File: src/jsr_defs.svh
// Constants for the scan register set: opcodes, lengths, bus offsets, reset values.
`ifndef JSR_DEFS_SVH
`define JSR_DEFS_SVH
`define JSR_IR_W 6
`define JSR_IR_CAPTURE_LOW 2'b01
`define JSR_OP_EXTEST 6'b100110
`define JSR_OP_PULSED_EXT 6'b111100
`define JSR_OP_TRAINING_EXT 6'b111101
`define JSR_OP_SAMPLE 6'b000001
`define JSR_OP_CHAIN_ONE 6'b000010
`define JSR_OP_CHAIN_TWO 6'b000011
`define JSR_OP_CHAIN_THREE 6'b100010
`define JSR_OP_CHAIN_FOUR 6'b100011
`define JSR_OP_CFG_READ 6'b000100
`define JSR_OP_CFG_WRITE 6'b000101
`define JSR_OP_USER_ID 6'b001000
`define JSR_OP_DEVICE_ID 6'b001001
`define JSR_OP_FLOAT_PINS 6'b001010
`define JSR_OP_FULL_RECONFIG 6'b001011
`define JSR_OP_STARTUP 6'b001100
`define JSR_OP_SHUTDOWN 6'b001101
`define JSR_OP_CONVERTER 6'b110111
`define JSR_OP_ISC_BEGIN 6'b010000
`define JSR_OP_ISC_WRITE 6'b010001
`define JSR_OP_SEC_TOGGLE 6'b010010
`define JSR_OP_UID_SHORT 6'b010111
`define JSR_OP_UID_LONG 6'b110010
`define JSR_OP_INSYS_NO_OPERATION 6'b010100
`define JSR_OP_ISC_FINISH 6'b010110
`define JSR_OP_BYPASS 6'b111111
`define JSR_PADS 4
`define JSR_BSR_LEN 13
`define JSR_LEN_BYPASS 6'd1
`define JSR_LEN_WORD 6'd32
`define JSR_LEN_UID_SHORT 6'd57
`define JSR_LEN_UID_LONG 7'd64
`define JSR_WB_CTRL 8'h00
`define JSR_WB_USERCODE 8'h04
`define JSR_WB_STATUS 8'h08
`define JSR_WB_CFG_WORD 8'h0c
`define JSR_USERCODE_RST 32'hffffffff
`endif

File: src/jsr_pkg.sv
// Types shared by the scan register set.
package jsr_pkg;
   typedef enum logic [3:0] {
      JSR_SEL_BYPASS = 4'h0,
      JSR_SEL_BOUNDARY = 4'h1,
      JSR_SEL_DEVICE_ID = 4'h2,
      JSR_SEL_USER_ID = 4'h3,
      JSR_SEL_CONFIG = 4'h4,
      JSR_SEL_CHAIN = 4'h5,
      JSR_SEL_UID_SHORT = 4'h6,
      JSR_SEL_UID_LONG = 4'h7,
      JSR_SEL_CONVERTER = 4'h8
   } jsr_sel_type;
   typedef struct packed {
      logic [5:0] ir_shift;
      logic [5:0] ir;
      logic [63:0] dr;
      logic [12:0] upd;
      logic isc_enabled;
      logic secure;
      logic startup_sel;
      logic [31:0] usercode;
      logic [31:0] cfg_word;
      logic cfg_stb;
      logic reconfig;
      logic startup_step;
      logic shutdown_step;
      logic isc_shutdown;
      logic isc_startup;
      logic tdo;
      logic [3:0] pad_out;
      logic [3:0] pad_oe;
      logic [3:0] chain_sel;
      logic conv_sel;
      logic cfg_write_en;
      logic pulse_en;
      logic train_en;
      logic wb_ack;
      logic [31:0] wb_dat;
   } jsr_state_type;
endpackage

File: src/jsr_scan_regs.sv
// Scan register set and instruction decoder behind the test access port.
`timescale 1ns/1ps
`include "jsr_defs.svh"

module jsr_scan_regs #(
   parameter logic [31:0] DEVICE_ID = 32'h0a5a5001 // Arbitrary identity value.
) (
   input wire logic mclk,
   input wire logic reset,
   input wire logic wb_cyc_i,
   input wire logic wb_stb_i,
   input wire logic wb_we_i,
   input wire logic [7:0] wb_adr_i,
   input wire logic [3:0] wb_sel_i,
   input wire logic [31:0] wb_dat_i,
   output logic [31:0] wb_dat_o,
   output logic wb_ack_o,
   input wire logic tap_reset,
   input wire logic tap_capture_dr,
   input wire logic tap_shift_dr,
   input wire logic tap_update_dr,
   input wire logic tap_capture_ir,
   input wire logic tap_shift_ir,
   input wire logic tap_update_ir,
   input wire logic tap_run_idle,
   input wire logic tdi,
   output logic tdo,
   input wire logic [3:0] design_chain_tdo,
   input wire logic converter_tdo,
   input wire logic cfg_done,
   input wire logic cfg_init_complete,
   input wire logic isc_done,
   input wire logic [31:0] cfg_read_word,
   input wire logic [63:0] unique_id,
   input wire logic [3:0] core_out,
   input wire logic [3:0] core_oe,
   input wire logic [4:0] pad_in,
   output logic [3:0] pad_out,
   output logic [3:0] pad_oe,
   output logic [3:0] design_chain_sel,
   output logic converter_port_access,
   output logic insys_cfg_write,
   output logic [31:0] cfg_write_word,
   output logic cfg_write_stb,
   output logic scan_full_reconfig,
   output logic scan_clocked_startup,
   output logic scan_clocked_shutdown,
   output logic insys_shutdown_req,
   output logic insys_startup_req,
   output logic insys_cfg_active,
   output logic secure_state,
   output logic pulsed_external_test,
   output logic training_external_test
);

   // All state lives in one packed record; st_next is its value for the next edge.
   jsr_pkg::jsr_state_type st_reg;
   jsr_pkg::jsr_state_type st_next;
   // Decoded view of the instruction in force: register, length and modes.
   jsr_pkg::jsr_sel_type sel;
   logic [6:0] dr_len;
   logic [5:0] dr_top;
   logic [1:0] chain_idx;
   logic ext_mode;
   logic float_mode;
   logic reserved_op;
   // Boundary capture vector, next pad drive and the shifted data register.
   logic [12:0] bsr_capture;
   logic [3:0] drive_out;
   logic [3:0] drive_oe;
   logic [63:0] shifted;

   // Per pad cell: control cell nearest the output end, then output, then input.
   // Bit 0 of the chain sits nearest the serial output.
   generate
      for (genvar p = 0; p < `JSR_PADS; p++) begin : g_pad
         assign bsr_capture[3*p] = st_reg.pad_oe[p];
         assign bsr_capture[3*p+1] = st_reg.pad_out[p];
         assign bsr_capture[3*p+2] = pad_in[p];
         assign drive_out[p] = ext_mode ? st_reg.upd[3*p+1] : core_out[p];
         assign drive_oe[p] = ext_mode ? st_reg.upd[3*p] : (core_oe[p] & ~float_mode);
      end
   endgenerate
   // The input-only pad adds just its input cell at the input end.
   assign bsr_capture[12] = pad_in[4];

   // Decode the active instruction into a data register, its length and modes.
   always_comb begin
      sel = jsr_pkg::JSR_SEL_BYPASS;
      dr_len = {1'b0, `JSR_LEN_BYPASS};
      chain_idx = 2'd0;
      ext_mode = 1'b0;
      float_mode = 1'b0;
      reserved_op = 1'b0;
      case (st_reg.ir)
         `JSR_OP_EXTEST, `JSR_OP_PULSED_EXT, `JSR_OP_TRAINING_EXT: begin
            sel = jsr_pkg::JSR_SEL_BOUNDARY;
            ext_mode = 1'b1;
         end
         `JSR_OP_SAMPLE: begin
            sel = jsr_pkg::JSR_SEL_BOUNDARY;
         end
         `JSR_OP_CHAIN_ONE: begin
            sel = jsr_pkg::JSR_SEL_CHAIN;
         end
         `JSR_OP_CHAIN_TWO: begin
            sel = jsr_pkg::JSR_SEL_CHAIN;
            chain_idx = 2'd1;
         end
         `JSR_OP_CHAIN_THREE: begin
            sel = jsr_pkg::JSR_SEL_CHAIN;
            chain_idx = 2'd2;
         end
         `JSR_OP_CHAIN_FOUR: begin
            sel = jsr_pkg::JSR_SEL_CHAIN;
            chain_idx = 2'd3;
         end
         `JSR_OP_CFG_READ, `JSR_OP_CFG_WRITE: begin
            sel = jsr_pkg::JSR_SEL_CONFIG;
         end
         `JSR_OP_USER_ID: begin
            sel = jsr_pkg::JSR_SEL_USER_ID;
         end
         `JSR_OP_DEVICE_ID: begin
            sel = jsr_pkg::JSR_SEL_DEVICE_ID;
         end
         `JSR_OP_FLOAT_PINS: begin
            float_mode = 1'b1;
         end
         `JSR_OP_UID_SHORT: begin
            sel = jsr_pkg::JSR_SEL_UID_SHORT;
         end
         `JSR_OP_UID_LONG: begin
            sel = jsr_pkg::JSR_SEL_UID_LONG;
         end
         `JSR_OP_CONVERTER: begin
            sel = jsr_pkg::JSR_SEL_CONVERTER;
         end
         `JSR_OP_FULL_RECONFIG, `JSR_OP_STARTUP, `JSR_OP_SHUTDOWN,
         `JSR_OP_ISC_BEGIN, `JSR_OP_ISC_WRITE, `JSR_OP_SEC_TOGGLE,
         `JSR_OP_INSYS_NO_OPERATION, `JSR_OP_ISC_FINISH, `JSR_OP_BYPASS: begin
            sel = jsr_pkg::JSR_SEL_BYPASS;
         end
         default: begin
            reserved_op = 1'b1;
         end
      endcase
      // The length of the chosen register sets where the serial input enters.
      case (sel)
         jsr_pkg::JSR_SEL_BOUNDARY: dr_len = 7'(`JSR_BSR_LEN);
         jsr_pkg::JSR_SEL_DEVICE_ID, jsr_pkg::JSR_SEL_USER_ID,
         jsr_pkg::JSR_SEL_CONFIG: dr_len = {1'b0, `JSR_LEN_WORD};
         jsr_pkg::JSR_SEL_UID_SHORT: dr_len = {1'b0, `JSR_LEN_UID_SHORT};
         jsr_pkg::JSR_SEL_UID_LONG: dr_len = `JSR_LEN_UID_LONG;
         default: dr_len = {1'b0, `JSR_LEN_BYPASS};
      endcase
   end

   // Shift by one toward the output end; the input bit enters at the top cell.
   // Upper bits of a short register stay zero and never reach the output.
   assign dr_top = 6'(dr_len - 7'd1);
   always_comb begin
      shifted = {1'b0, st_reg.dr[63:1]};
      shifted[dr_top] = tdi;
   end

   // Next-state logic for the scan registers, actions and bus slave.
   always_comb begin
      st_next = st_reg;
      st_next.cfg_stb = 1'b0;
      st_next.reconfig = 1'b0;
      st_next.startup_step = 1'b0;
      st_next.shutdown_step = 1'b0;
      st_next.isc_shutdown = 1'b0;
      st_next.isc_startup = 1'b0;
      st_next.wb_ack = 1'b0;
      // Instruction path. Actions fire only at the update step, so an instruction
      // that stays in force for a long time never repeats them.
      if (tap_reset) begin
         st_next.ir = `JSR_OP_DEVICE_ID;
      end else if (tap_capture_ir) begin
         st_next.ir_shift = {cfg_done, cfg_init_complete, st_reg.isc_enabled,
                             isc_done, `JSR_IR_CAPTURE_LOW};
      end else if (tap_shift_ir) begin
         st_next.ir_shift = {tdi, st_reg.ir_shift[5:1]};
      end else if (tap_update_ir) begin
         st_next.ir = st_reg.ir_shift;
         if (st_reg.ir_shift == `JSR_OP_FULL_RECONFIG) begin
            st_next.reconfig = 1'b1;
         end
         if (st_reg.ir_shift == `JSR_OP_ISC_BEGIN) begin
            st_next.isc_enabled = 1'b1;
            st_next.isc_shutdown = 1'b1;
         end
         if (st_reg.ir_shift == `JSR_OP_ISC_FINISH) begin
            st_next.isc_enabled = 1'b0;
            st_next.isc_startup = 1'b1;
         end
         if (st_reg.ir_shift == `JSR_OP_SEC_TOGGLE) begin
            st_next.secure = ~st_reg.secure;
         end
      end
      // Data path. Only the boundary register has update latches; the others
      // act on their own update step or not at all.
      if (tap_capture_dr) begin
         case (sel)
            jsr_pkg::JSR_SEL_BOUNDARY: st_next.dr = {51'h0, bsr_capture};
            jsr_pkg::JSR_SEL_DEVICE_ID: st_next.dr = {32'h0, DEVICE_ID[31:1], 1'b1};
            jsr_pkg::JSR_SEL_USER_ID: st_next.dr = {32'h0, st_reg.usercode};
            jsr_pkg::JSR_SEL_CONFIG: st_next.dr = {32'h0, cfg_read_word};
            jsr_pkg::JSR_SEL_UID_SHORT: st_next.dr = {7'h0, unique_id[56:0]};
            jsr_pkg::JSR_SEL_UID_LONG: st_next.dr = unique_id;
            default: st_next.dr = 64'h0;
         endcase
      end else if (tap_shift_dr) begin
         st_next.dr = shifted;
      end else if (tap_update_dr) begin
         if (sel == jsr_pkg::JSR_SEL_BOUNDARY) begin
            st_next.upd = st_reg.dr[12:0];
         end
         if (st_reg.ir == `JSR_OP_CFG_WRITE) begin
            st_next.cfg_word = st_reg.dr[31:0];
            st_next.cfg_stb = 1'b1;
         end
      end
      // Scan-clocked shutdown advances one step per idle clock; startup does so only while startup_sel is set.
      if (tap_run_idle && st_reg.ir == `JSR_OP_STARTUP && st_reg.startup_sel) begin
         st_next.startup_step = 1'b1;
      end
      if (tap_run_idle && st_reg.ir == `JSR_OP_SHUTDOWN) begin
         st_next.shutdown_step = 1'b1;
      end
      // Level outputs follow the instruction that is now in force.
      // Under external test, pads move one cycle after a latch or instruction change, never mid-shift.
      st_next.pad_out = drive_out;
      st_next.pad_oe = drive_oe;
      st_next.chain_sel = (sel == jsr_pkg::JSR_SEL_CHAIN) ? 4'(4'h1 << chain_idx) : 4'h0;
      st_next.conv_sel = (sel == jsr_pkg::JSR_SEL_CONVERTER);
      st_next.cfg_write_en = (st_reg.ir == `JSR_OP_ISC_WRITE);
      st_next.pulse_en = (st_reg.ir == `JSR_OP_PULSED_EXT);
      st_next.train_en = (st_reg.ir == `JSR_OP_TRAINING_EXT);
      // Serial output: head of whichever register sits between input and output.
      // During an instruction scan the instruction register owns the output.
      if (tap_shift_ir || tap_capture_ir) begin
         st_next.tdo = st_next.ir_shift[0];
      end else if (sel == jsr_pkg::JSR_SEL_CHAIN) begin
         st_next.tdo = design_chain_tdo[chain_idx];
      end else if (sel == jsr_pkg::JSR_SEL_CONVERTER) begin
         st_next.tdo = converter_tdo;
      end else begin
         st_next.tdo = st_next.dr[0];
      end
      // Bus slave: answer one cycle after the request, zero for unmapped reads.
      if (wb_cyc_i && wb_stb_i && !st_reg.wb_ack) begin
         st_next.wb_ack = 1'b1;
         st_next.wb_dat = 32'h0;
         if (wb_adr_i == `JSR_WB_CTRL) begin
            st_next.wb_dat = {31'h0, st_reg.startup_sel};
         end else if (wb_adr_i == `JSR_WB_USERCODE) begin
            st_next.wb_dat = st_reg.usercode;
         end else if (wb_adr_i == `JSR_WB_STATUS) begin
            st_next.wb_dat = {22'h0, reserved_op, st_reg.secure,
                              st_reg.isc_enabled, 1'b0, st_reg.ir};
         end else if (wb_adr_i == `JSR_WB_CFG_WORD) begin
            st_next.wb_dat = st_reg.cfg_word;
         end
      end
      // Writes land on the edge at which the master sees the acknowledge, so a
      // request withdrawn before that edge leaves the registers untouched.
      if (wb_cyc_i && wb_stb_i && wb_we_i && st_reg.wb_ack) begin
         if (wb_adr_i == `JSR_WB_CTRL) begin
            if (wb_sel_i[0]) begin
               st_next.startup_sel = wb_dat_i[0];
            end
         end else if (wb_adr_i == `JSR_WB_USERCODE) begin
            for (int b = 0; b < 4; b++) begin
               if (wb_sel_i[b]) begin
                  st_next.usercode[8*b +: 8] = wb_dat_i[8*b +: 8];
               end
            end
         end
      end
   end

   // One register holds all state; reset gives the defined idle values.
   // Reset is synchronous; the instruction falls back to the identity read.
   always_ff @(posedge mclk) begin
      if (reset) begin
         st_reg <= '0;
         st_reg.ir <= `JSR_OP_DEVICE_ID;
         st_reg.usercode <= `JSR_USERCODE_RST;
      end else begin
         st_reg <= st_next;
      end
   end

   // Every output is a field of the state register.
   // Registered outputs keep pad and strobe lines free of decode glitches.
   assign wb_dat_o = st_reg.wb_dat;
   assign wb_ack_o = st_reg.wb_ack;
   assign tdo = st_reg.tdo;
   assign pad_out = st_reg.pad_out;
   assign pad_oe = st_reg.pad_oe;
   assign design_chain_sel = st_reg.chain_sel;
   assign converter_port_access = st_reg.conv_sel;
   assign insys_cfg_write = st_reg.cfg_write_en;
   assign cfg_write_word = st_reg.cfg_word;
   assign cfg_write_stb = st_reg.cfg_stb;
   assign scan_full_reconfig = st_reg.reconfig;
   assign scan_clocked_startup = st_reg.startup_step;
   assign scan_clocked_shutdown = st_reg.shutdown_step;
   assign insys_shutdown_req = st_reg.isc_shutdown;
   assign insys_startup_req = st_reg.isc_startup;
   assign insys_cfg_active = st_reg.isc_enabled;
   assign secure_state = st_reg.secure;
   assign pulsed_external_test = st_reg.pulse_en;
   assign training_external_test = st_reg.train_en;

endmodule

File: config.mk
export PLATFORM = sky130hd
export DESIGN_NAME = jsr_scan_regs
export DESIGN_NICKNAME = d
export VERILOG_FILES = /design/src/jsr_pkg.sv /design/src/jsr_scan_regs.sv
export VERILOG_INCLUDE_DIRS = /design/src /design/src/src
export SDC_FILE = /design/constraint.sdc
export NUM_CORES = 1
export LEC_CHECK = 0
export ABC_AREA = 0
export BUFFER_PORTS_ARGS = -buffer_cell sky130_fd_sc_hd__buf_4
export CORE_MARGIN = 3
export CORE_UTILIZATION = 48
export DETAILED_ROUTE_END_ITERATION = 10
export PLACE_DENSITY = 0.76
export RECOVER_POWER = 100
export SYNTH_ARGS = -nofsm -noshare
export SYNTH_HDL_FRONTEND = slang
export SYNTH_SLANG_ARGS = --single-unit
File: constraint.sdc
create_clock -name mclk -period 2 [get_ports mclk]
set_input_delay 0.4 -clock mclk [delete_from_list [all_inputs] [get_ports mclk]]
set_output_delay 0.4 -clock mclk [all_outputs]
set_load 0.02 [all_outputs]
Yosys cells after proc, flatten, opt, wreduce, memory -nomap -nowiden --
Index checks and enable logic that the tools add are counted.
Storage, ports and cells: output and inout bits 90, register bits 210, logic and storage cells 166, bits of input ports 175
Operators by class: mux-type cells 41, add/subtract/negate cells 1, equality and inequality tests 40, reductions and logical operators 35, bitwise operators 15, order comparisons 3, shifts and indexed selects 1
Operators by type and width (count):
- case mux 64 bit (6 select lines) | 1
- two-way mux 32 bit | 4
- two-way mux 64 bit | 2
- bitwise mux 64 bit | 1
- == test 6 x 5 -> 1 bit, second input constant | 9
- == test 6 bit, second input constant | 8
- == test 6 x 4 -> 1 bit, second input constant | 7
- two-way mux 33 bit | 1
- case mux 4 bit (8 select lines) | 1
- two-way mux 1 bit | 25
- OR reduction 25 bit | 1
- case mux 6 bit (4 select lines) | 1
- AND reduction 4 bit | 6
- == test 4 x 3 -> 1 bit, second input constant | 4
- == test 8 x 4 -> 1 bit, second input constant | 2
- == test 6 x 2 -> 1 bit, second input constant | 2
- == test 6 x 3 -> 1 bit, second input constant | 2
- two-way mux 6 bit | 2
- OR reduction 4 bit | 3
- NOT 1 bit | 11
- AND reduction 5 bit | 2
- == test 4 x 2 -> 1 bit, second input constant | 2
- == test 8 x 3 -> 1 bit, second input constant | 1
- logical AND 1 bit | 8
- 21 further kinds | 30

Depth between registers and ports, before layout --
Gate-level depths: netlist of run 1.
word-level depth 17, gate-level depth with buffers 10, mapped depth without buffers 6

Worst setup path before layout of run 1 --
Ideal clock, no wire load.
path kind input -> register, start point input wb_adr_i[2], end point register st_reg[101] in the netlist's numbering, buffers on the path 5, cell stages on the path 10, data arrival time 1.809 ns, slack 0.072 ns, cell sequence buf_6 > nor2b_4 > buf_6 > and3_4 > buf_6 > and2_4 > buf_6 > buf_6 > and3_1 > a211o_1
On the way: cells in the longest elaborated chain, start to end 3, elaborated cells on any way between the ends 4
Ends and longest elaborated chain:
- start, declared | line jsr_scan_regs.sv:13 | input wire logic [7:0] wb_adr_i,
- zero test 8 bit (no line)
- NOT 1 bit (no line)
- AND reduction 4 bit (no line) (*)
- end signal, assigned | line jsr_scan_regs.sv:293 | st_reg <= st_next;
- end, declared | line jsr_scan_regs.sv:57 | jsr_pkg::jsr_state_type st_reg;
Every way passes the cells marked *; elsewhere a longest branch is shown, timed or not. A chain may end at the register's enable or synchronous reset.

Worst setup path after layout of run 1 --
start point register st_reg[204] in the netlist's numbering, end point register st_reg[167] in the netlist's numbering
On the way: cells in the longest elaborated chain, start to end 14, elaborated cells on any way between the ends 37
Ends and longest elaborated chain:
- == test 6 bit, or another cell as far along | line jsr_scan_regs.sv:95 | case (st_reg.ir)
- OR reduction 4 bit (no line) / OR reduction 2 bit (equally long branches)
- case mux 4 bit (8 select lines) (*) | line jsr_scan_regs.sv:95
- == test 4 x 3 -> 1 bit / == test 4 x 2 -> 1 bit (equally long branches) | line jsr_scan_regs.sv:149, jsr_scan_regs.sv:206
- OR reduction 3 bit | line jsr_scan_regs.sv:149 | case (sel)
- case mux 6 bit (4 select lines) | line jsr_scan_regs.sv:149
- subtractor 6 x 1 -> 6 bit | line jsr_scan_regs.sv:161 | assign dr_top = 6'(dr_len - 7'd1);
- < comparator 6 x 7 -> 1 bit (not written as such) / >= comparator 6 x 1 -> 1 bit (equally long branches) | line jsr_scan_regs.sv:164 | shifted[dr_top] = tdi;
- logical AND 1 bit (not written as such) | line jsr_scan_regs.sv:164
- two-way mux 1 bit (not written as such) | line jsr_scan_regs.sv:164
- demux 1 bit (select 6 bit) | line jsr_scan_regs.sv:164
- bitwise mux 64 bit | line jsr_scan_regs.sv:164
- two-way mux 64 bit | line jsr_scan_regs.sv:215 | end else if (tap_shift_dr) begin
- two-way mux 64 bit (*) | line jsr_scan_regs.sv:205 | if (tap_capture_dr) begin
Every way passes the cells marked *; elsewhere a longest branch is shown, timed or not. The select of a mux whose other input is x is not followed.

==> results of run 1 <==
layer usage:
metal,global-route usage,share of wire,vias to the layer above
met5,0,0.00031,-
li1,-,-,4614
met2,0.453,0.47,479
met1,0.354,0.40,4546
met3,0.0431,0.089,75
met4,0.0830,0.032,2
power by group:
group,total (mW),internal [mW],leakage [nW],switching (mW)
Combinational,0.859,0.442,3.59,0.417
Sequential,4.23,4.18,1.68,0.0506
Clock,3.99,2.36,0.355,1.63
synthesized netlist by cell type, types with 7 or more instances:
cell / count / share of area
a222oi_1: 23 / 0.023
nor2b_1: 15 / 0.0092
o21ai_0: 16 / 0.0079
o2111ai_1: 8 / 0.0069
nand3b_1: 11 / 0.0081
o22a_1: 13 / 0.011
a22o_1: 25 / 0.022
a21oi_1: 54 / 0.027
a22oi_1: 47 / 0.035
a21boi_0: 8 / 0.0059
nand2_1: 126 / 0.047
clkbuf_1: 54 / 0.020
nor3_1: 20 / 0.0099
o22ai_1: 11 / 0.0068
mux2i_1: 73 / 0.072
a31oi_1: 32 / 0.020
buf_2: 30 / 0.015
nor3b_1: 7 / 0.0052
nor2_1: 172 / 0.064
nand3_1: 10 / 0.0049
a211o_1: 25 / 0.022
dfxtp_1: 207 / 0.41
buf_4: 80 / 0.059
and3_1: 29 / 0.018
how the worst max path moves through the flow:
stage                start  slack, ps          end  depth (start not counted)
6_report       st_reg[204]         50  st_reg[167]                          9
5_1_grt        st_reg[204]        -70  st_reg[147]                          8
4_1_cts        st_reg[204]        0.5  st_reg[146]                          9
3_5_place_dp   st_reg[202]       -120  st_reg[130]                          7
3_3_place_gp   st_reg[204]        -30  st_reg[149]                          8
2_1_floorplan  wb_adr_i[2]         70  st_reg[101]                         10
worst max-delay path, delay by kind of cell, from the launching register on:
family,cells,cell delay [ps]
flops,1,320
buf+inv,3,390
mux,1,350
simple gates,3,400
compound gates,2,350
area by class of cell:
cell class	instances	area [sq um]
clock inverter	4	20.0
multi-input combinational	803	5010
tap	270	338
fill	1743	7350
clock buffer	35	691
inverter	7	26.3
timing repair buffer	354	2900
sequential	207	4150
logic make-up after synthesis:
group / synth area share
muxes: 0.0808
DFF: 0.408
adders and majority gates: 0.000985
AOI/OAI and AO/OA: 0.208
xor gates and xnor gates: 0.00259
buffers and inverters: 0.105
and+or+nand+nor: 0.195
what timing repair did:
action | in CTS | in global routing
setup buffers | 2 | 3
hold endpoints to repair | 0 | 0
pin swaps | 2 | 6
gates cloned | 1 | 1
gates resized for setup | 5 | 34
setup endpoints to repair | 24 | 45
per-stage QoR:
stage / power [mW] / hold WS (ps) / setup slack [ps] / cells / TNS (ps)
after global placement: 5.14 / 453 / -34.3 / 1634 / -63.5
after floorplan: 4.69 / 423 / 71.5 / 1191 / 0
after global routing: 9.34 / 110 / -69.9 / 1680 / -244
after detailed placement: 5.15 / 460 / -125 / 1634 / -1120
final: 9.07 / 120 / 54.5 / 1680 / 0
after CTS: 9.09 / 115 / 0.549 / 1676 / 0
==> out/qor.txt, run 1 <==
Hold Buf Count CTS - 0
Placed Area - 12200 sq um
Hold path endpoint - st_reg[94]
Num CTS Buffers - 22
Clock Path Buffers - 3
Final Slew Violations - 0
Leak - 5.62 nW
Syn avg cell area - 8.53 sq um
WP data arrival - 2310 ps
1st-iter DRT viols - 955
Wire per inst - 19.3 microns
Pwr dens - 690 nW/um^2
PortBufs - 264
H-tree depth - 1
Final min period - 1950 ps
Die area - 22900 sq um
Worst-skew pair later-pin latency - 500 ps
Critical Path End Type - flip-flop
Synthesized Nets - 1366
Crit Reg-Reg Startpoint - st_reg[204]
Clock skew - 10.3 ps
Post-DP HPWL - 23500 microns
Critical setup path kind - reg -> reg
Hold-critical path depth - 3
Largest net degree at the start of global routing - 81
Final period utilization - 0.973
Outcome - complete, no violations
Most frequent cells in the layout - buf_4, dfxtp_1, nor2_1
Final Setup Violations - 0
Die Y - 151 microns
Die W - 151 microns
Crit-path slowest cell - mux2_2
Reg2Reg Capture Point - st_reg[167]
Tightest Pin Transition - 482 ps
Max-Cap Viols - 0
Final GP Congestion - 0.961
Worst Path Required - 2360 ps
Worst Path Max Fanout - 7
Synthesized area - 10200 sq um
Share of cells above drive strength 1 - 0.306
Flops & latches, synth - 207
Worst slew margin - 0.678
Syn Inst Count - 1191
Via count - 9716
Aggregate global-route resource usage - 0.269
Crit start category - flip-flop
CTS tree - yes
Max FFs per register - 117
Clock Sinks - 207
Seq/Total Area, Yosys - 0.408
RSZ-0062 raised after global routing - true
First-pass GRT wire length - 49500 microns
Ys async rst share - 0
Initial Util - 0.496
Rows - 52
CP cell instances - buf_6 > buf_6 > buf_4 > nor2_1 > nand3_1 > nand2b_1 > mux2_2 > a211oi_1 > a211oi_1
Worst VDD drop - 635 uV
Critical hold path startpoint - wb_dat_i[6]
Commonest non-fill, non-tap cell in the layout - buf_4
Final ANT Viol Nets - 0
Global route overflow - 0
Post-layout instance area - 13100 sq um
Max stage delay on crit path - 350 ps
Area Growth Syn to Fin - 29.3%
# IOs - 265
Reg-to-reg slack, setup - 50 ps
EDFF count, synth - 0
Residual DRC count - 0
Final core occ - 0.641
Vias in the first global route - 9154
# nets final - 1570
Vias per cell - 5.78
ANT cells - 0
Worst min-delay path class - in -> reg
Top_reg_cell synth - dfxtp_1
R2R depth - 9
Fmax - 0.514 GHz
Core area - 20500 sq um
Clk slew on worst S/H paths - 60 ps
TritonRoute pass-1 iters - 8
CTS Root Cell - clkbuf_16
Initial antenna violation count - 1
Syn. warnings - 0
Final hold violations - 0
Final WL - 32500 microns
Synth unique cells - 67
Note: power is estimated with default switching activity, not from simulation.
==> run 2: changes to the inputs <==
Settings changed: CAP_MARGIN set to 30, GPL_TIMING_DRIVEN set to 0.
==> run 2 against run 1 <==
Against the previous run: the run now ends with negative setup slack left; critical path depth unchanged; wire length increased by 16%; clock power increased by 14%; non-clock buffer count increased by 109; count of clock-buffer cells in the layout decreased by 7; largest power group is now clock; fmax decreased by 8.0%; clock skew decreased by 1.4 ps; global-route usage increased by 3.9 points.
==> out/qor.txt, run 2 (synthesis gave the netlist of run 1 again) <==
Outcome - finished, violations left (was complete, no violations)
Failing checks - negative setup slack
Max-Cap Viols - 0 (unchanged)
Crit-path slowest cell - a222oi_1 (was mux2_2)
CTS tree - yes (unchanged)
TritonRoute pass-1 iters - 7 (was 8)
Switching share of power - 0.237 (was 0.231)
Rows - 52 (unchanged)
Die area - 22900 sq um (unchanged)
Worst VDD drop - 570 uV (was 635 uV)
Clock power frac - 0.469 (was 0.439)
Final ANT Viol Nets - 0 (unchanged)
Worst-skew pair later-pin latency - 500 ps (about the same)
Clk slew on worst S/H paths - 60 ps (about the same)
CTS Root Cell - clkbuf_16 (unchanged)
Die Y - 151 microns (unchanged)
Fillcell total - 1781 (was 1743)
Final Setup Violations - 28 (was 0)
Post-DP HPWL - 27100 microns (was 23500 microns)
Post-layout instance area - 13700 sq um (was 13100 sq um)
Residual DRC count - 0 (unchanged)
Leak - 5.79 nW (was 5.62 nW)
Worst slew margin - 0.447 (was 0.678)
Crit start category - flip-flop (unchanged)
Dpl cells - 1722 (was 1634)
Finished Layout Cells - 1794 (was 1680)
Share of cells above drive strength 1 - 0.298 (was 0.306)
Clock skew - 8.94 ps (was 10.3 ps)
CP cell instances - buf_6 > inv_6 > and4_1 > buf_6 > buf_12 > a222oi_1 > a21boi_2 > o22ai_1 > nor2b_1 (was buf_6 > buf_6 > buf_4 > nor2_1 > nand3_1 > nand2b_1 > mux2_2 > a211oi_1 > a211oi_1)
Wire per inst - 21.0 microns (was 19.3 microns)
Vias per cell - 5.88 (was 5.78)
Worst Path Required - 2380 ps (was 2360 ps)
Clock Sinks - 207 (unchanged)
Worst Path Max Fanout - 7 (unchanged)
Min Hold Slack - 118 ps (was 120 ps)
Aggregate global-route resource usage - 0.308 (was 0.269)
Pwr dens - 704 nW/um^2 (was 690 nW/um^2)
Max stage delay on crit path - 510 ps (was 350 ps)
1st-iter DRT viols - 1140 (was 955)
Area Growth Syn to Fin - 35.2% (was 29.3%)
Max FFs per register - 117 (unchanged)
NetSw - 2.29 mW (was 2.10 mW)
Critical Path End Type - flip-flop (unchanged)
Top delay family on crit path - compound AO/OA/AOI/OAI gates (was simple AND/OR/NAND/NOR gates)
Pre-CTS setup slack - -722 ps (was -125 ps)
Final GP Congestion - 0.940 (was 0.961)
Die W - 151 microns (unchanged)
Tightest Pin Transition - 830 ps (was 482 ps)
Reg power frac - 0.437 (was 0.466)
Placed Area - 12500 sq um (was 12200 sq um)
Final core occ - 0.670 (was 0.641)
# nets final - 1680 (was 1570)
Via count - 10500 (was 9716)
Buffer and inverter count on the worst path - 4 (was 3)
Most frequent cells in the layout - buf_4, dfxtp_1, nor2_1 (unchanged)
First-pass GRT wire length - 54800 microns (was 49500 microns)
Vias in the first global route - 9852 (was 9154)
# IOs - 265 (unchanged)
Critical setup path kind - reg -> reg (unchanged)
PortBufs - 261 (was 264)
Initial Util - 0.496 (unchanged)
Comb pwr share - 0.093 (was 0.095)
Fmax - 0.473 GHz (was 0.514 GHz)
Global route overflow - 0 (unchanged)
Final Slew Violations - 0 (unchanged)
Cell mode on critical path - buf_6
WP data arrival - 2490 ps (was 2310 ps)
Power Internal - 7.38 mW (was 6.97 mW)
Largest net degree at the start of global routing - 15 (was 81)
Clock Path Buffers - 3 (unchanged)
Commonest non-fill, non-tap cell in the layout - buf_4 (unchanged)
Final period utilization - 1.06 (was 0.973)
H-tree depth - 1 (unchanged)
Worst min-delay path class - in -> reg (unchanged)
Core area - 20500 sq um (unchanged)
Num CTS Buffers - 23 (was 22)
Setup WS post-layout - -115 ps (was 54.5 ps)
Initial antenna violation count - 0 (was 1)
Final min period - 2110 ps (was 1950 ps)
RSZ-0062 raised after global routing - true (unchanged)
Final WL - 37700 microns (was 32500 microns)
Final hold violations - 0 (unchanged)
## run 2: metrics by stage
stage / power, mW / TNS [ps]
after floorplan: 4.69 / 0
after global placement: 5.14 / -52400
after detailed placement: 5.16 / -53900
after CTS: 9.64 / -278
after global routing: 9.93 / -5990
final: 9.67 / -1500
## run 2: final timing paths
path | start | to | slack (ps) | cells after the start
hold / removal | wb_dat_i[2] | st_reg[90] | 120 | 3
hold reg to reg | wb_dat_o[0] | wb_dat_o[0] | 470 | 2
setup / recovery | st_reg[201] | st_reg[146] | -110 | 9
setup reg to reg | st_reg[201] | st_reg[146] | -110 | 9
## run 2: per-layer routing
metal  part of all wire  GRT usage  vias to the layer above
met5                  0          0                        -
met4              0.040      0.103                        0
met3              0.088     0.0482                       97
met2               0.47      0.499                      572
met1               0.41      0.419                     5041
li1                   -          -                     4833
## run 2: layout make-up
class | count | area, sq um | area share
Clock buffer | 28 | 634 | 0.0462
Sequential cell | 207 | 4160 | 0.303
Inverter | 7 | 31.3 | 0.00228
Tap cell | 270 | 338 | 0.0246
Antenna cell | 3 | 7.51 | 0.000546
Clock inverter | 13 | 179 | 0.0130
Multi-Input combinational cell | 803 | 5190 | 0.378
Buffer | 169 | 1160 | 0.0841
Timing Repair Buffer | 294 | 2040 | 0.149
## run 2: what timing repair did
| item | in CTS | in global routing |
|---|---|---|
| buffers inserted | 14 | 14 |
| gates cloned | 3 | 2 |
| pin swaps | 14 | 26 |
| endpoints found under the hold margin | 0 | 0 |
| hold buffers | 0 | 0 |
| endpoints found under the setup margin | 135 | 107 |
| resized for setup | 69 | 65 |
## run 2: power by group through the flow
stage          Combinational, mW  Sequential (mW)  Clock, mW
2_1_floorplan              0.382             4.30          0
3_3_place_gp               0.830             4.32          0
3_5_place_dp               0.840             4.32          0
4_1_cts                    0.864             4.23       4.55
5_1_grt                    0.959             4.23       4.74
6_report                   0.904             4.23       4.54
## run 2: tightest hold or removal path, delay by kind of cell
kind,cells,cell delay [ps]
simple gates,2,100
buf+inv,1,80
==> run 3: changes to the inputs <==
--- a/config.mk
+++ b/config.mk
@@ -12,6 +12,6 @@
 export CORE_MARGIN = 3
-export CORE_UTILIZATION = 48
+export CORE_UTILIZATION = 44
 export DETAILED_ROUTE_END_ITERATION = 10
 export GPL_TIMING_DRIVEN = 0
-export PLACE_DENSITY = 0.76
+export PLACE_DENSITY = 0.71
 export RECOVER_POWER = 100
==> constraint.sdc (replaced) <==
create_clock -name mclk -period 2 [get_ports mclk]
set_input_delay 0.1 -clock mclk [delete_from_list [all_inputs] [get_ports mclk]]
set_output_delay 0.1 -clock mclk [all_outputs]
set_load 0.02 [all_outputs]
==> run 3 against run 2 <==
Against the previous run: the flow still finishes with violations (negative setup slack); count of clock-buffer cells in the layout increased by 2; register-to-register slack improved by 60 ps; clock skew increased by 3.0 ps; largest cell class unchanged.
==> out/qor.txt, run 3 (synthesis gave the netlist of run 1 again) <==
Vias per cell - 5.70 (was 5.88)
CTS Root Cell - clkbuf_16 (unchanged)
Vias in the first global route - 10300 (was 9852)
Num CTS Buffers - 23 (unchanged)
Commonest non-fill, non-tap cell in the layout - buf_4 (unchanged)
Worst VDD drop - 592 uV (was 570 uV)
Final min period - 2060 ps (was 2110 ps)
Critical Path End Type - flip-flop (unchanged)
Worst min-delay path class - in -> reg (unchanged)
Initial Util - 0.457 (was 0.496)
ANT cells - 0 (was 3)
Worst Path Required - 2380 ps (about the same)
Pwr Total - 9.73 mW (was 9.67 mW)
Aggregate global-route resource usage - 0.294 (was 0.308)
Finished Layout Cells - 1900 (was 1794)
Residual DRC count - 0 (unchanged)
Final hold violations - 0 (unchanged)
Clock Path Buffers - 3 (unchanged)
Global route overflow - 0 (unchanged)
Dpl cells - 1732 (was 1722)
Final period utilization - 1.03 (was 1.06)
TritonRoute pass-1 iters - 7 (unchanged)
Wire per inst - 20.5 microns (was 21.0 microns)
Largest net degree at the start of global routing - 14 (was 15)
Post-DP HPWL - 27400 microns (was 27100 microns)
Max FFs per register - 117 (unchanged)
Setup WS post-layout - -55.3 ps (was -115 ps)
# nets final - 1778 (was 1680)
Final WL - 39000 microns (was 37700 microns)
Outcome - finished, violations left (unchanged)
Fmax - 0.487 GHz (was 0.473 GHz)
Post-layout instance area - 14500 sq um (was 13700 sq um)
Max stage delay on crit path - 540 ps (was 510 ps)
Die area - 24900 sq um (was 22900 sq um)
Clock Sinks - 207 (unchanged)
Tightest Pin Transition - 807 ps (was 830 ps)
Rows - 54 (was 52)
Fillcell total - 1924 (was 1781)
PortBufs - 261 (unchanged)
Min Hold Slack - 8.48 ps (was 118 ps)
Via count - 10800 (was 10500)
Final ANT Viol Nets - 0 (unchanged)
Failing checks - negative setup slack (unchanged)
RSZ-0062 raised after global routing - true (unchanged)
Crit-path slowest cell - a222oi_1 (unchanged)
Worst Path Max Fanout - 10 (was 7)
Clock skew - 12.0 ps (was 8.94 ps)
Most frequent cells in the layout - buf_4, dfxtp_1, nor2_1 (unchanged)
Leak - 6.14 nW (was 5.79 nW)
Critical setup path kind - reg -> reg (unchanged)
CTS tree - yes (unchanged)
H-tree depth - 1 (unchanged)
WP data arrival - 2440 ps (was 2490 ps)
Initial antenna violation count - 0 (unchanged)
Share of cells above drive strength 1 - 0.267 (was 0.298)
First-pass GRT wire length - 57300 microns (was 54800 microns)
Pwr dens - 669 nW/um^2 (was 704 nW/um^2)
Area Growth Syn to Fin - 43.0% (was 35.2%)
Final Setup Violations - 8 (was 28)
Placed Area - 12500 sq um (about the same)
Core area - 22200 sq um (was 20500 sq um)
1st-iter DRT viols - 1106 (was 1140)
Final Slew Violations - 0 (unchanged)
# IOs - 265 (unchanged)
Final GP Congestion - 0.944 (was 0.940)
Worst-skew pair later-pin latency - 520 ps (was 500 ps)
Die Y - 158 microns (was 151 microns)
Die W - 158 microns (was 151 microns)
CP cell instances - clkbuf_4 > nor2_2 > and4_4 > buf_6 > a222oi_1 > a21boi_2 > o22ai_1 > nor2b_1 (was buf_6 > inv_6 > and4_1 > buf_6 > buf_12 > a222oi_1 > a21boi_2 > o22ai_1 > nor2b_1)
Worst slew margin - 0.462 (was 0.447)
Crit start category - flip-flop (unchanged)
Clk slew on worst S/H paths - 60 ps (about the same)
Max-Cap Viols - 0 (unchanged)
## run 3: changes by cell type in the layout (fill, tap and decap cells not counted), sizes merged
cell	previous run	this run
diode	3	0
bufinv	4	3
inv	7	8
clkinv	8	7
clkbuf	180	187
dlygate4sd3	0	105
buf	311	299
## run 3: metrics by stage
stage	setup WS, ps	TNS (ps)	util
final	-55.3	-116	0.654
after global routing	-101	-1680	0.654
after CTS	-9.15	-15.8	0.656
after detailed placement	-592	-29910	0.561
after global placement	-580	-25110	0.561
after floorplan	205	0	-
## run 3: routing by layer
| layer | GRT usage | vias to the layer above | share of wire |
|---|---|---|---|
| li1 | - | 5020 | - |
| met1 | 0.392 | 5098 | 0.41 |
| met2 | 0.488 | 598 | 0.46 |
| met3 | 0.0435 | 107 | 0.086 |
| met4 | 0.105 | 0 | 0.038 |
| met5 | 0 | - | 0 |
## run 3: final timing paths
path	depth (start not counted)	startpoint	to	slack [ps]
hold / removal	3	wb_sel_i[3]	st_reg[117]	8
hold reg to reg	2	st_reg[156]	cfg_write_word[20]	480
setup reg to reg	8	st_reg[203]	st_reg[146]	-60
setup / recovery	8	st_reg[203]	st_reg[146]	-60
## run 3: report_power, final
part | internal, mW | switching [mW] | total, mW
sequential | 4.17 | 0.0525 | 4.23
combinational | 0.542 | 0.501 | 1.04
clock | 2.69 | 1.77 | 4.46
total | 7.40 | 2.32 | 9.73
## run 3: final cells by class
cell class	instances	area (sq um)	share of cell area
multi-input combinational	803	5100	0.351
sequential	207	4160	0.286
timing repair buffer	390	2980	0.205
buffer	171	1120	0.0772
clock buffer	30	652	0.0449
tap	280	350	0.0241
clock inverter	12	145	0.00999
inverter	7	26.3	0.00181
## run 3: timing repair
item                                    in CTS  in global routing
gates resized for setup                     58                 49
endpoints found under the hold margin       95                  0
endpoints found under the setup margin     123                 93
pin swaps                                    9                  8
hold buffers                               105                  0
gates cloned                                 1                  0
buffers inserted                            14                  9
## run 3: worst max-delay path, delay by kind of cell, from the launching register on
family / cells / cell delay [ps]
AO/OA/AOI/OAI: 3 / 860
AND/OR/NAND/NOR: 3 / 390
buffers and inverters: 2 / 350
flip-flops: 1 / 330
